--- src/verilog/csd_pkg.sv ---
// Operation
// - Each select runs 8, 16 or 32 bits.
// - Address aligned to byte, halfword or word.
// - 8-bit data rides on D31 to D24.
// - 16-bit data rides on D31 to D16.
// - 32-bit data uses the whole bus.
// - External address bus is 28 bits wide.
// - Top two lines are address only when enabled.
// - Address arranged by width and memory type.
// - Five active-low select outputs.
// - Five register sets, only zero with a wait count; zero self-configures.
// - DRAM select acts as row strobe.
// - Only address bits 31 to 12 compared.
// - Mask one compares, mask zero ignores.
// - Window is at least 4096 bytes.
// - Match when masked address equals masked base.
// - Base bits under zero mask ignored.
// - Gapped masks alias the device repeatedly.
// - Contiguous masks give power-of-two windows.
// - Select zero configured automatically at power-up.
// - Straps on A24 and A23 set select zero.
// - Select decodes only while valid is set.
package csd_pkg;

  localparam int CSD_NUM_SEL = 5;
  localparam int CSD_ADDR_W = 28;
  localparam int CSD_MASK_W = 20;
  localparam int CSD_MASK_LSB = 12;
  localparam int CSD_COL_BITS = 10;

  localparam logic [1:0] CSD_PW_32 = 2'h0;
  localparam logic [1:0] CSD_PW_16 = 2'h1;
  localparam logic [1:0] CSD_PW_8 = 2'h2;
  localparam logic [1:0] CSD_PW_32X = 2'h3;

  localparam logic [1:0] CSD_SHIFT_8 = 2'h0;
  localparam logic [1:0] CSD_SHIFT_16 = 2'h1;
  localparam logic [1:0] CSD_SHIFT_32 = 2'h2;

  localparam logic [3:0] CSD_LANES_8 = 4'h8;
  localparam logic [3:0] CSD_LANES_16 = 4'hC;
  localparam logic [3:0] CSD_LANES_32 = 4'hF;

  localparam logic [1:0] CSD_BOOT_OFF = 2'h0;
  localparam logic [1:0] CSD_BOOT_SRAM32 = 2'h1;
  localparam logic [1:0] CSD_BOOT_DRAM32 = 2'h2;
  localparam logic [1:0] CSD_BOOT_SRAM16 = 2'h3;
  localparam logic [3:0] CSD_BOOT_WAIT = 4'hF;

  localparam logic [19:0] CSD_MASK_RST = 20'h00000;
  localparam logic [19:0] CSD_BASE_RST = 20'h00000;
  localparam logic [3:0] CSD_WAIT_RST = 4'h0;
  localparam logic [27:0] CSD_ADDR_RST = 28'h0000000;
  localparam logic [31:0] CSD_DATA_RST = 32'h00000000;
  localparam logic [4:0] CSD_SEL_IDLE = 5'h1F;

endpackage : csd_pkg

--- src/verilog/csd_window_match.sv ---
`timescale 1ns/1ps
`default_nettype none
module csd_window_match
  import csd_pkg::*;
(
  input wire logic [31:0] addr_i,
  input wire logic [CSD_MASK_W-1:0] base_i,
  input wire logic [CSD_MASK_W-1:0] mask_i,
  input wire logic valid_i,
  output logic hit_o
);

  // Only the upper twenty bits take part; masked base bits are ignored.
  assign hit_o = valid_i && ((addr_i[31:CSD_MASK_LSB] & mask_i) == (base_i & mask_i));

endmodule : csd_window_match
`default_nettype wire

--- src/verilog/csd_top.sv ---
`timescale 1ns/1ps
`default_nettype none
module csd_top
  import csd_pkg::*;
(
  input wire logic core_clk_i,
  input wire logic sys_rst_i,
  input wire logic [1:0] boot_strap_i,
  input wire logic cfg_we_i,
  input wire logic [2:0] cfg_idx_i,
  input wire logic [CSD_MASK_W-1:0] cfg_base_i,
  input wire logic [CSD_MASK_W-1:0] cfg_mask_i,
  input wire logic [1:0] cfg_port_width_field_i,
  input wire logic cfg_dynamic_select_field_i,
  input wire logic [3:0] cfg_wait_i,
  input wire logic cfg_select_valid_bit_i,
  input wire logic memcfg_we_i,
  input wire logic memcfg_upper_addr27_enable_i,
  input wire logic memcfg_upper_addr26_enable_i,
  input wire logic req_valid_i,
  input wire logic req_wr_i,
  input wire logic [31:0] req_addr_i,
  input wire logic [31:0] req_wdata_i,
  input wire logic [31:0] data_i,
  output logic [CSD_NUM_SEL-1:0] select_or_row_strobe_n_o,
  output logic [CSD_ADDR_W-1:0] ext_addr_o,
  output logic upper_addr_alt_fn_o,
  output logic [31:0] data_o,
  output logic [3:0] data_lane_oe_o,
  output logic rd_valid_o,
  output logic [31:0] rd_data_o,
  output logic miss_o,
  output logic [3:0] sel0_wait_o,
  output logic boot_done_o
);

  // ----------------------------------------------------------------
  // Configuration state
  // ----------------------------------------------------------------
  logic [CSD_MASK_W-1:0] base_reg [CSD_NUM_SEL];
  logic [CSD_MASK_W-1:0] base_next [CSD_NUM_SEL];
  logic [CSD_MASK_W-1:0] mask_reg [CSD_NUM_SEL];
  logic [CSD_MASK_W-1:0] mask_next [CSD_NUM_SEL];
  logic [1:0] width_reg [CSD_NUM_SEL];
  logic [1:0] width_next [CSD_NUM_SEL];
  logic [CSD_NUM_SEL-1:0] dyn_reg;
  logic [CSD_NUM_SEL-1:0] dyn_next;
  logic [CSD_NUM_SEL-1:0] valid_reg;
  logic [CSD_NUM_SEL-1:0] valid_next;
  logic [3:0] wait0_reg;
  logic [3:0] wait0_next;
  logic alt_fn_reg;
  logic alt_fn_next;
  logic boot_done_reg;
  logic boot_done_next;

  always_comb begin
    for (int i = 0; i < CSD_NUM_SEL; i++) begin
      base_next[i] = base_reg[i];
      mask_next[i] = mask_reg[i];
      width_next[i] = width_reg[i];
      dyn_next[i] = dyn_reg[i];
      valid_next[i] = valid_reg[i];
      if (cfg_we_i && (cfg_idx_i == 3'(i))) begin
        base_next[i] = cfg_base_i;
        mask_next[i] = cfg_mask_i;
        width_next[i] = cfg_port_width_field_i;
        dyn_next[i] = cfg_dynamic_select_field_i;
        valid_next[i] = cfg_select_valid_bit_i;
      end
    end
    wait0_next = wait0_reg;
    if (cfg_we_i && (cfg_idx_i == 3'h0)) begin
      wait0_next = cfg_wait_i;
    end
    alt_fn_next = alt_fn_reg;
    if (memcfg_we_i) begin
      alt_fn_next = !(memcfg_upper_addr27_enable_i && memcfg_upper_addr26_enable_i);
    end
    boot_done_next = 1'b1;
    // Straps are caught in the first cycle after reset release.
    if (!boot_done_reg) begin
      base_next[0] = CSD_BASE_RST;
      mask_next[0] = CSD_MASK_RST;
      dyn_next[0] = (boot_strap_i == CSD_BOOT_DRAM32);
      valid_next[0] = (boot_strap_i != CSD_BOOT_OFF);
      wait0_next = (boot_strap_i == CSD_BOOT_OFF) ? CSD_WAIT_RST : CSD_BOOT_WAIT;
      width_next[0] = (boot_strap_i == CSD_BOOT_SRAM16) ? CSD_PW_16 : CSD_PW_32;
      alt_fn_next = (boot_strap_i == CSD_BOOT_SRAM16);
    end
  end

  always_ff @(posedge core_clk_i) begin
    if (sys_rst_i) begin
      for (int i = 0; i < CSD_NUM_SEL; i++) begin
        base_reg[i] <= CSD_BASE_RST;
        mask_reg[i] <= CSD_MASK_RST;
        width_reg[i] <= CSD_PW_32;
      end
      dyn_reg <= '0;
      valid_reg <= '0;
      wait0_reg <= CSD_WAIT_RST;
      alt_fn_reg <= 1'b0;
      boot_done_reg <= 1'b0;
    end else begin
      base_reg <= base_next;
      mask_reg <= mask_next;
      width_reg <= width_next;
      dyn_reg <= dyn_next;
      valid_reg <= valid_next;
      wait0_reg <= wait0_next;
      alt_fn_reg <= alt_fn_next;
      boot_done_reg <= boot_done_next;
    end
  end

  // ----------------------------------------------------------------
  // Window decode
  // ----------------------------------------------------------------
  logic [CSD_NUM_SEL-1:0] hit_vec;
  logic [CSD_NUM_SEL-1:0] win_vec;

  for (genvar g = 0; g < CSD_NUM_SEL; g++) begin : g_win
    csd_window_match u_match (
      .addr_i(req_addr_i),
      .base_i(base_reg[g]),
      .mask_i(mask_reg[g]),
      .valid_i(valid_reg[g]),
      .hit_o(hit_vec[g])
    );
  end

  // Lowest-numbered hit is isolated so the selects never overlap.
  assign win_vec = hit_vec & (~hit_vec + 5'h01);

  // ----------------------------------------------------------------
  // Access path
  // ----------------------------------------------------------------
  logic [CSD_NUM_SEL-1:0] sel_n_reg;
  logic [CSD_NUM_SEL-1:0] sel_n_next;
  logic [CSD_ADDR_W-1:0] addr_reg;
  logic [CSD_ADDR_W-1:0] addr_next;
  logic [31:0] dout_reg;
  logic [31:0] dout_next;
  logic [3:0] oe_reg;
  logic [3:0] oe_next;
  logic miss_reg;
  logic miss_next;
  logic rd_pend_reg;
  logic rd_pend_next;
  logic [1:0] rd_width_reg;
  logic [1:0] rd_width_next;
  logic rd_valid_reg;
  logic rd_valid_next;
  logic [31:0] rd_data_reg;
  logic [31:0] rd_data_next;
  logic [1:0] win_width;
  logic win_dyn;
  logic [1:0] lane_shift;
  logic [31:0] arranged;

  always_comb begin
    win_width = CSD_PW_32;
    win_dyn = 1'b0;
    for (int i = CSD_NUM_SEL - 1; i >= 0; i--) begin
      if (win_vec[i]) begin
        win_width = width_reg[i];
        win_dyn = dyn_reg[i];
      end
    end
    unique case (win_width)
      CSD_PW_8: lane_shift = CSD_SHIFT_8;
      CSD_PW_16: lane_shift = CSD_SHIFT_16;
      CSD_PW_32, CSD_PW_32X: lane_shift = CSD_SHIFT_32;
    endcase
    // Static parts see the aligned address; DRAM parts see the row part.
    if (win_dyn) begin
      arranged = ((req_addr_i >> (32'(lane_shift) + CSD_COL_BITS)) << lane_shift);
    end else begin
      arranged = (req_addr_i >> lane_shift) << lane_shift;
    end
    sel_n_next = CSD_SEL_IDLE;
    addr_next = addr_reg;
    dout_next = dout_reg;
    oe_next = 4'h0;
    miss_next = 1'b0;
    rd_pend_next = 1'b0;
    rd_width_next = rd_width_reg;
    if (req_valid_i) begin
      miss_next = (win_vec == '0);
      if (win_vec != '0) begin
        sel_n_next = ~win_vec;
        addr_next = arranged[CSD_ADDR_W-1:0];
        if (alt_fn_reg) begin
          addr_next[CSD_ADDR_W-1 -: 2] = 2'h0;
        end
        rd_pend_next = !req_wr_i;
        rd_width_next = win_width;
        if (req_wr_i) begin
          unique case (win_width)
            CSD_PW_8: begin
              dout_next = {req_wdata_i[7:0], 24'h000000};
              oe_next = CSD_LANES_8;
            end
            CSD_PW_16: begin
              dout_next = {req_wdata_i[15:0], 16'h0000};
              oe_next = CSD_LANES_16;
            end
            CSD_PW_32, CSD_PW_32X: begin
              dout_next = req_wdata_i;
              oe_next = CSD_LANES_32;
            end
          endcase
        end
      end
    end
    rd_valid_next = rd_pend_reg;
    rd_data_next = rd_data_reg;
    if (rd_pend_reg) begin
      unique case (rd_width_reg)
        CSD_PW_8: rd_data_next = {24'h000000, data_i[31:24]};
        CSD_PW_16: rd_data_next = {16'h0000, data_i[31:16]};
        CSD_PW_32, CSD_PW_32X: rd_data_next = data_i;
      endcase
    end
  end

  always_ff @(posedge core_clk_i) begin
    if (sys_rst_i) begin
      sel_n_reg <= CSD_SEL_IDLE;
      addr_reg <= CSD_ADDR_RST;
      dout_reg <= CSD_DATA_RST;
      oe_reg <= 4'h0;
      miss_reg <= 1'b0;
      rd_pend_reg <= 1'b0;
      rd_width_reg <= CSD_PW_32;
      rd_valid_reg <= 1'b0;
      rd_data_reg <= CSD_DATA_RST;
    end else begin
      sel_n_reg <= sel_n_next;
      addr_reg <= addr_next;
      dout_reg <= dout_next;
      oe_reg <= oe_next;
      miss_reg <= miss_next;
      rd_pend_reg <= rd_pend_next;
      rd_width_reg <= rd_width_next;
      rd_valid_reg <= rd_valid_next;
      rd_data_reg <= rd_data_next;
    end
  end

  assign select_or_row_strobe_n_o = sel_n_reg;
  assign ext_addr_o = addr_reg;
  assign upper_addr_alt_fn_o = alt_fn_reg;
  assign data_o = dout_reg;
  assign data_lane_oe_o = oe_reg;
  assign rd_valid_o = rd_valid_reg;
  assign rd_data_o = rd_data_reg;
  assign miss_o = miss_reg;
  assign sel0_wait_o = wait0_reg;
  assign boot_done_o = boot_done_reg;
endmodule : csd_top
`default_nettype wire

--- config.mk ---
export PLATFORM = sky130hd
export DESIGN_NAME = csd_top
export DESIGN_NICKNAME = d
export VERILOG_FILES = /design/src/verilog/csd_pkg.sv /design/src/verilog/csd_window_match.sv /design/src/verilog/csd_top.sv
export SDC_FILE = /design/constraint.sdc
export NUM_CORES = 1
export LEC_CHECK = 0
export BUFFER_PORTS_ARGS = -buffer_cell sky130_fd_sc_hd__clkbuf_2
export CAP_MARGIN = 10
export CORE_ASPECT_RATIO = 0.5
export CORE_MARGIN = 1
export CORE_UTILIZATION = 35
export DETAILED_ROUTE_END_ITERATION = 10
export HOLD_SLACK_MARGIN = 0.1
export PLACE_DENSITY = 0.52
export SYNTH_ARGS = -nofsm -noshare
export SYNTH_HDL_FRONTEND = slang
export SYNTH_SLANG_ARGS = --single-unit
--- constraint.sdc ---
create_clock -name core_clk_i -period 7.52 [get_ports core_clk_i]
set_clock_uncertainty 0.15 [all_clocks]
set_input_delay 1.504 -clock core_clk_i [delete_from_list [all_inputs] [get_ports core_clk_i]]
set_output_delay 1.504 -clock core_clk_i [all_outputs]
set_load 0.01 [all_outputs]
==> results of run 1 <==
## area by class of cell
class,instances,area [um2]
diodes,1,2.50
flip-flops and latches,331,6630
fillers,4033,22500
inverters,16,60.1
repair buffers,277,1430
clock inverters,11,134
well taps,530,663
multi-input cells,1282,6800
clock buffers,47,1010
## cells in the final DEF, fill, tap and decap left out, types with 10 or more instances in the layout
master / synthesis / routed
nand2_1: 543 / 542
dfxtp_1: 331 / 331
a21oi_1: 285 / 285
clkbuf_2: 0 / 264
xor2_1: 100 / 100
a22oi_1: 72 / 72
nor2_1: 60 / 58
clkbuf_16: 0 / 35
mux2i_1: 33 / 33
nor2b_1: 28 / 28
nand3_1: 27 / 25
a211oi_1: 21 / 21
o21ai_0: 17 / 17
nand4_1: 16 / 16
inv_1: 16 / 16
buf_4: 2 / 12
nand3b_1: 10 / 10
## power groups by stage
stage	clock network, mW	logic (mW)	registers [mW]
after floorplan	0	0.198	1.87
after global placement	0	0.382	1.87
after detailed placement	0	0.381	1.87
after CTS	1.80	0.382	1.83
after global routing	1.88	0.413	1.83
final	1.77	0.381	1.83
## stage by stage
step / instances / worst slack (ns)
floorplan: 1768 / 2.82
finish: 2495 / 2.64
global placement: 2436 / 2.14
detailed placement: 2436 / 2.03
CTS: 2494 / 2.59
global route: 2494 / 2.11
## layer usage
metal | wire [um] | global-route usage, % | part of all wire, % | vias up
met5 | 24 | 0 | 0.047 | -
met4 | 1260 | 6.95 | 2.5 | 4
met1 | 23300 | 32.6 | 45 | 6069
li1 | - | - | - | 6291
met3 | 3160 | 4.83 | 6.1 | 85
met2 | 23800 | 39.4 | 46 | 338
## how the worst max path moves through the flow
stage | endpoint | slack (ns) | cells past startpoint
2_1_floorplan | ext_addr_o[2] | 2.82 | 15
3_3_place_gp | data_o[28] | 2.14 | 12
3_5_place_dp | data_o[28] | 2.03 | 12
4_1_cts | data_o[30] | 2.59 | 12
5_1_grt | data_o[31] | 2.11 | 13
6_report | data_o[27] | 2.64 | 12
## cell usage after synthesis, drive strengths merged, types with 16 or more instances
cell / instances
nand2: 543
dfxtp: 331
a21oi: 285
clkbuf: 102
xor2: 100
a22oi: 72
nor2: 60
buf: 37
mux2i: 33
nor2b: 28
nand3: 27
a211oi: 21
o21ai: 18
inv: 16
nand4: 16
## worst max-delay path, cell delays in order
cell	delay (ns)
clkbuf_2	0.27
xor2_1	0.23
a22oi_1	0.36
nand4_1	0.21
nor4_4	0.55
or3_2	0.30
a21oi_1	0.06
a211oi_1	0.46
ha_1	0.75
o21ai_0	0.19
nand2_1	0.10
a21oi_1	0.08
## cell families (layout without fill, tap and decap cells)
family                     Yosys count  in the layout  share of synthesized area [%]
and+or+nand+nor                    716            716                           21.1
other                                0              1                              0
adders and majority gates            4              4                          0.357
DFF                                331            331                           47.2
xor gates and xnor gates           100            100                           6.24
buffers and inverters              155            351                           4.73
AOI/OAI and AO/OA                  429            429                           18.0
muxes                               33             33                           2.35
==> metrics.txt, run 1 <==
max frequency 205 MHz; Post-synth EDFFs 0; hold slack final 0.302 ns; GPL Wtd Cong 0.851; router iterations before antenna repair 6; Psw 1.01 mW; antenna violations before repair 4; Final Hold Viols 0; # DRC 0; Mapped Cells 1768; hold_sp data_o[15]; H-Tree Depth 2; Clock Root Buffer clkbuf_16; sw frac 25.5%; internal power 2.96 mW; Initial Utilization 35.8%; Layout Utilization 42.7%; Startpoint Class input port; setup tns final 0 ns; DR vias 12787; reg2reg start base_reg[90]; first-pass GRT wire length 74400 um; Synth Warn # 0; Synth cell types 46; TritonCTS Buffers 34; Die H 144 um; pwr dens 238 mW/mm2; Resize count post-CTS 0; Clk pwr share 44.5%; outcome completed; Avg Cell Area, Syn 7.94 um2; Clock transition at path regs 0.06 ns; Register-to-Register Setup Slack 3.64 ns; Area contributors post-synth dfxtp_1 (47%), nand2_1 (15%), a21oi_1 (10%); Synth area leader dfxtp_1; WP data required 7.73 ns; wire length per cell 20.6 um; Final Cycle Share 65.0%; die width 285 um; input/output buffers 265; GRT overflow 0; Vias/cell 5.13; proportion of power drawn by flip-flops and latches 46.0%; critical path arrival 5.09 ns; Syn Nets 1929; fin crit period 4.88 ns; pin slew with the least headroom to its limit 1.13 ns; register area share after synthesis 47.2%; io pins 266; final setup vio count 0; NumNets Final 2103; Worst setup EP type flip-flop; Clk Latency, worst-skew pair 0.53 ns; die area 0.0409 mm2; GRT Util Overall 24.2%; reg2reg path depth 11; worst setup path category input port to flip-flop; Seq cells post-synth 331; Endpoint, Worst Hold data_o[15]; vias in the first global route 11556; 1st-iter DRT viols 854; clock sink total 331; CTS Hold Bufs 0; synthesized area 0.0140 mm2; Core Box Area 0.0392 mm2; Slew Limit Fails 0; CTS tree yes; final instance area 0.0167 mm2; reg2reg end data_o[27]; Longest Clk Path Bufs 3; dominant synthesized flop cell dfxtp_1; P_leak 6.55 nW; area grow syn2layout 19.2%; worst-path fanout max 25; Slew HR 24.6%; largest net degree at the start of global routing 139; VDD IR-drop max 0.000133 V; Comb pwr share 9.6%; total power 3.98 mW; DP Area 0.0156 mm2; post-CTS setup buffer count 0; share of the synthesized area in the top cell type 47.2%; antenna-violating nets left 0; Crit. Startpoint req_addr_i[22]; final wirelength 51500 um; layout cells sized above 1 17.9%; worst min-delay path category flip-flop to flip-flop; MaxCap Viol Count 0; Rows 51; ys async rst share 0%; hold-critical path depth 2; DP HPWL 35100 um; RSZ-0062 raised after global routing false
Note: power is estimated with default switching activity, not from simulation.
==> run 2: changes to the inputs <==
PLACE_DENSITY = 0.54   (was 0.52)
clock period = 4.05 ns   (was 7.52 ns; I/O delays follow)
==> run 2 against run 1 <==
Compared with the run above:
- sequential share of layout area down 1.5 points
- sequential power up 86%
- final area up 4.0%
- total power up 85%
- combinational power up 100%
- sequential cell count unchanged
- critical path type unchanged
- critical endpoint is now data_o[23]
==> metrics.txt, run 2 (synthesis gave the netlist of run 1 again) <==
Final Cycle Share 93.4%; GRT overflow 0; DP HPWL 36500 um; Register-to-Register Setup Slack 0.47 ns; Startpoint Class input port; worst setup path category input port to flip-flop; Vias/cell 5.14; VDD IR-drop max 0.000237 V; H-Tree Depth 2; Rows 51; outcome completed; largest net degree at the start of global routing 152; setup tns final 0 ns; worst-path fanout max 10; commonest non-fill, non-tap cell in the layout nand2_1; clock sink total 331; fin crit period 3.78 ns; post-CTS setup buffer count 0; P_leak 6.95 nW; input/output buffers 265; pin slew with the least headroom to its limit 1.06 ns; Clock Root Buffer clkbuf_16; met3 WL 3090 um; max frequency 264 MHz; WP data required 4.34 ns; area grow syn2layout 23.9%; Longest Clk Path Bufs 3; Initial Utilization 35.8%; NumNets Final 2188; reg2reg start base_reg[55]; layout cells sized above 1 21.2%; Clock transition at path regs 0.06 ns; RSZ-0062 raised after global routing false; TritonCTS Buffers 34; hold_sp data_o[3]; CTS tree yes; Resize count post-CTS 0; Top Metal Used met4; M1 WL 23600 um; Slew Limit Fails 0; io pins 266; Die H 144 um; GPL Wtd Cong 0.877; worst min-delay path category flip-flop to flip-flop; die width 285 um; wire length per cell 20.1 um; antenna violations before repair 2; Final Hold Viols 0; die area 0.0409 mm2; Core Box Area 0.0392 mm2; DR vias 13280; final setup vio count 0; 1st-iter DRT viols 1235; antenna-violating nets left 0; MaxCap Viol Count 0; vias in the first global route 12411; GRT Util Overall 24.8%; commonest non-fill, non-tap cells in the layout nand2_1 (542), dfxtp_1 (331), a21oi_1 (285); pwr dens 422 mW/mm2; final wirelength 51800 um; met2 WL 23500 um; critical path arrival 4.07 ns; Crit. Startpoint req_addr_i[18]; Clk Latency, worst-skew pair 0.53 ns; Slew HR 29.3%; first-pass GRT wire length 77200 um; total power 7.34 mW; Worst setup EP type flip-flop; router iterations before antenna repair 6; # DRC 0; CTS Hold Bufs 0
-- run 2: area by class of cell --
| type | instances | area [um2] |
|---|---|---|
| repair buffers | 362 | 2140 |
| flip-flops and latches | 331 | 6630 |
| clock inverters | 9 | 81.3 |
| clock buffers | 50 | 1010 |
| inverters | 16 | 60.1 |
| well taps | 530 | 663 |
| diodes | 2 | 5.00 |
| fillers | 4006 | 21800 |
| multi-input cells | 1282 | 6800 |
-- run 2: critical path: stages --
cell,delay [ns]
clkbuf_2,0.20
xor2_1,0.22
a222oi_1,0.41
buf_4,0.18
nand3_1,0.12
nor3_1,0.24
buf_4,0.16
nand3b_1,0.07
a21oi_1,0.20
a211oi_1,0.08
buf_4,0.16
inv_1,0.05
ha_1,0.39
buf_4,0.25
a22oi_1,0.09
or3_1,0.31
a21oi_1,0.12
-- run 2: final timing paths --
| check | to | cells after the start |
|---|---|---|
| min | data_o[3] | 2 |
| min reg2reg | data_o[3] | 2 |
| max | data_o[23] | 17 |
| max reg2reg | data_o[23] | 16 |
-- run 2: metal layers --
metal,vias up,global-route usage (%)
met2,431,39.7
met5,-,0
li1,6454,-
met4,0,8.36
met1,6312,34.2
met3,83,3.73
-- run 2: per-stage QoR --
step	setup WS (ns)	util (%)	area [um2]	hold WS, ns	cells
finish	0.267	44.4	17400	0.301	2582
global route	0.0391	44.4	17400	0.315	2582
CTS	0.316	44.4	17400	0.304	2580
detailed placement	-0.230	41.6	16300	0.295	2521
global placement	-0.124	41.6	16300	0.291	2521
floorplan	0.0463	-	14000	0.286	1768
-- run 2: power breakdown --
part	leakage, nW	internal [mW]	switching, mW	total [mW]
Sequential	2.68	3.34	0.0553	3.40
Combinational	3.73	0.280	0.490	0.771
Clock	0.544	1.80	1.37	3.17
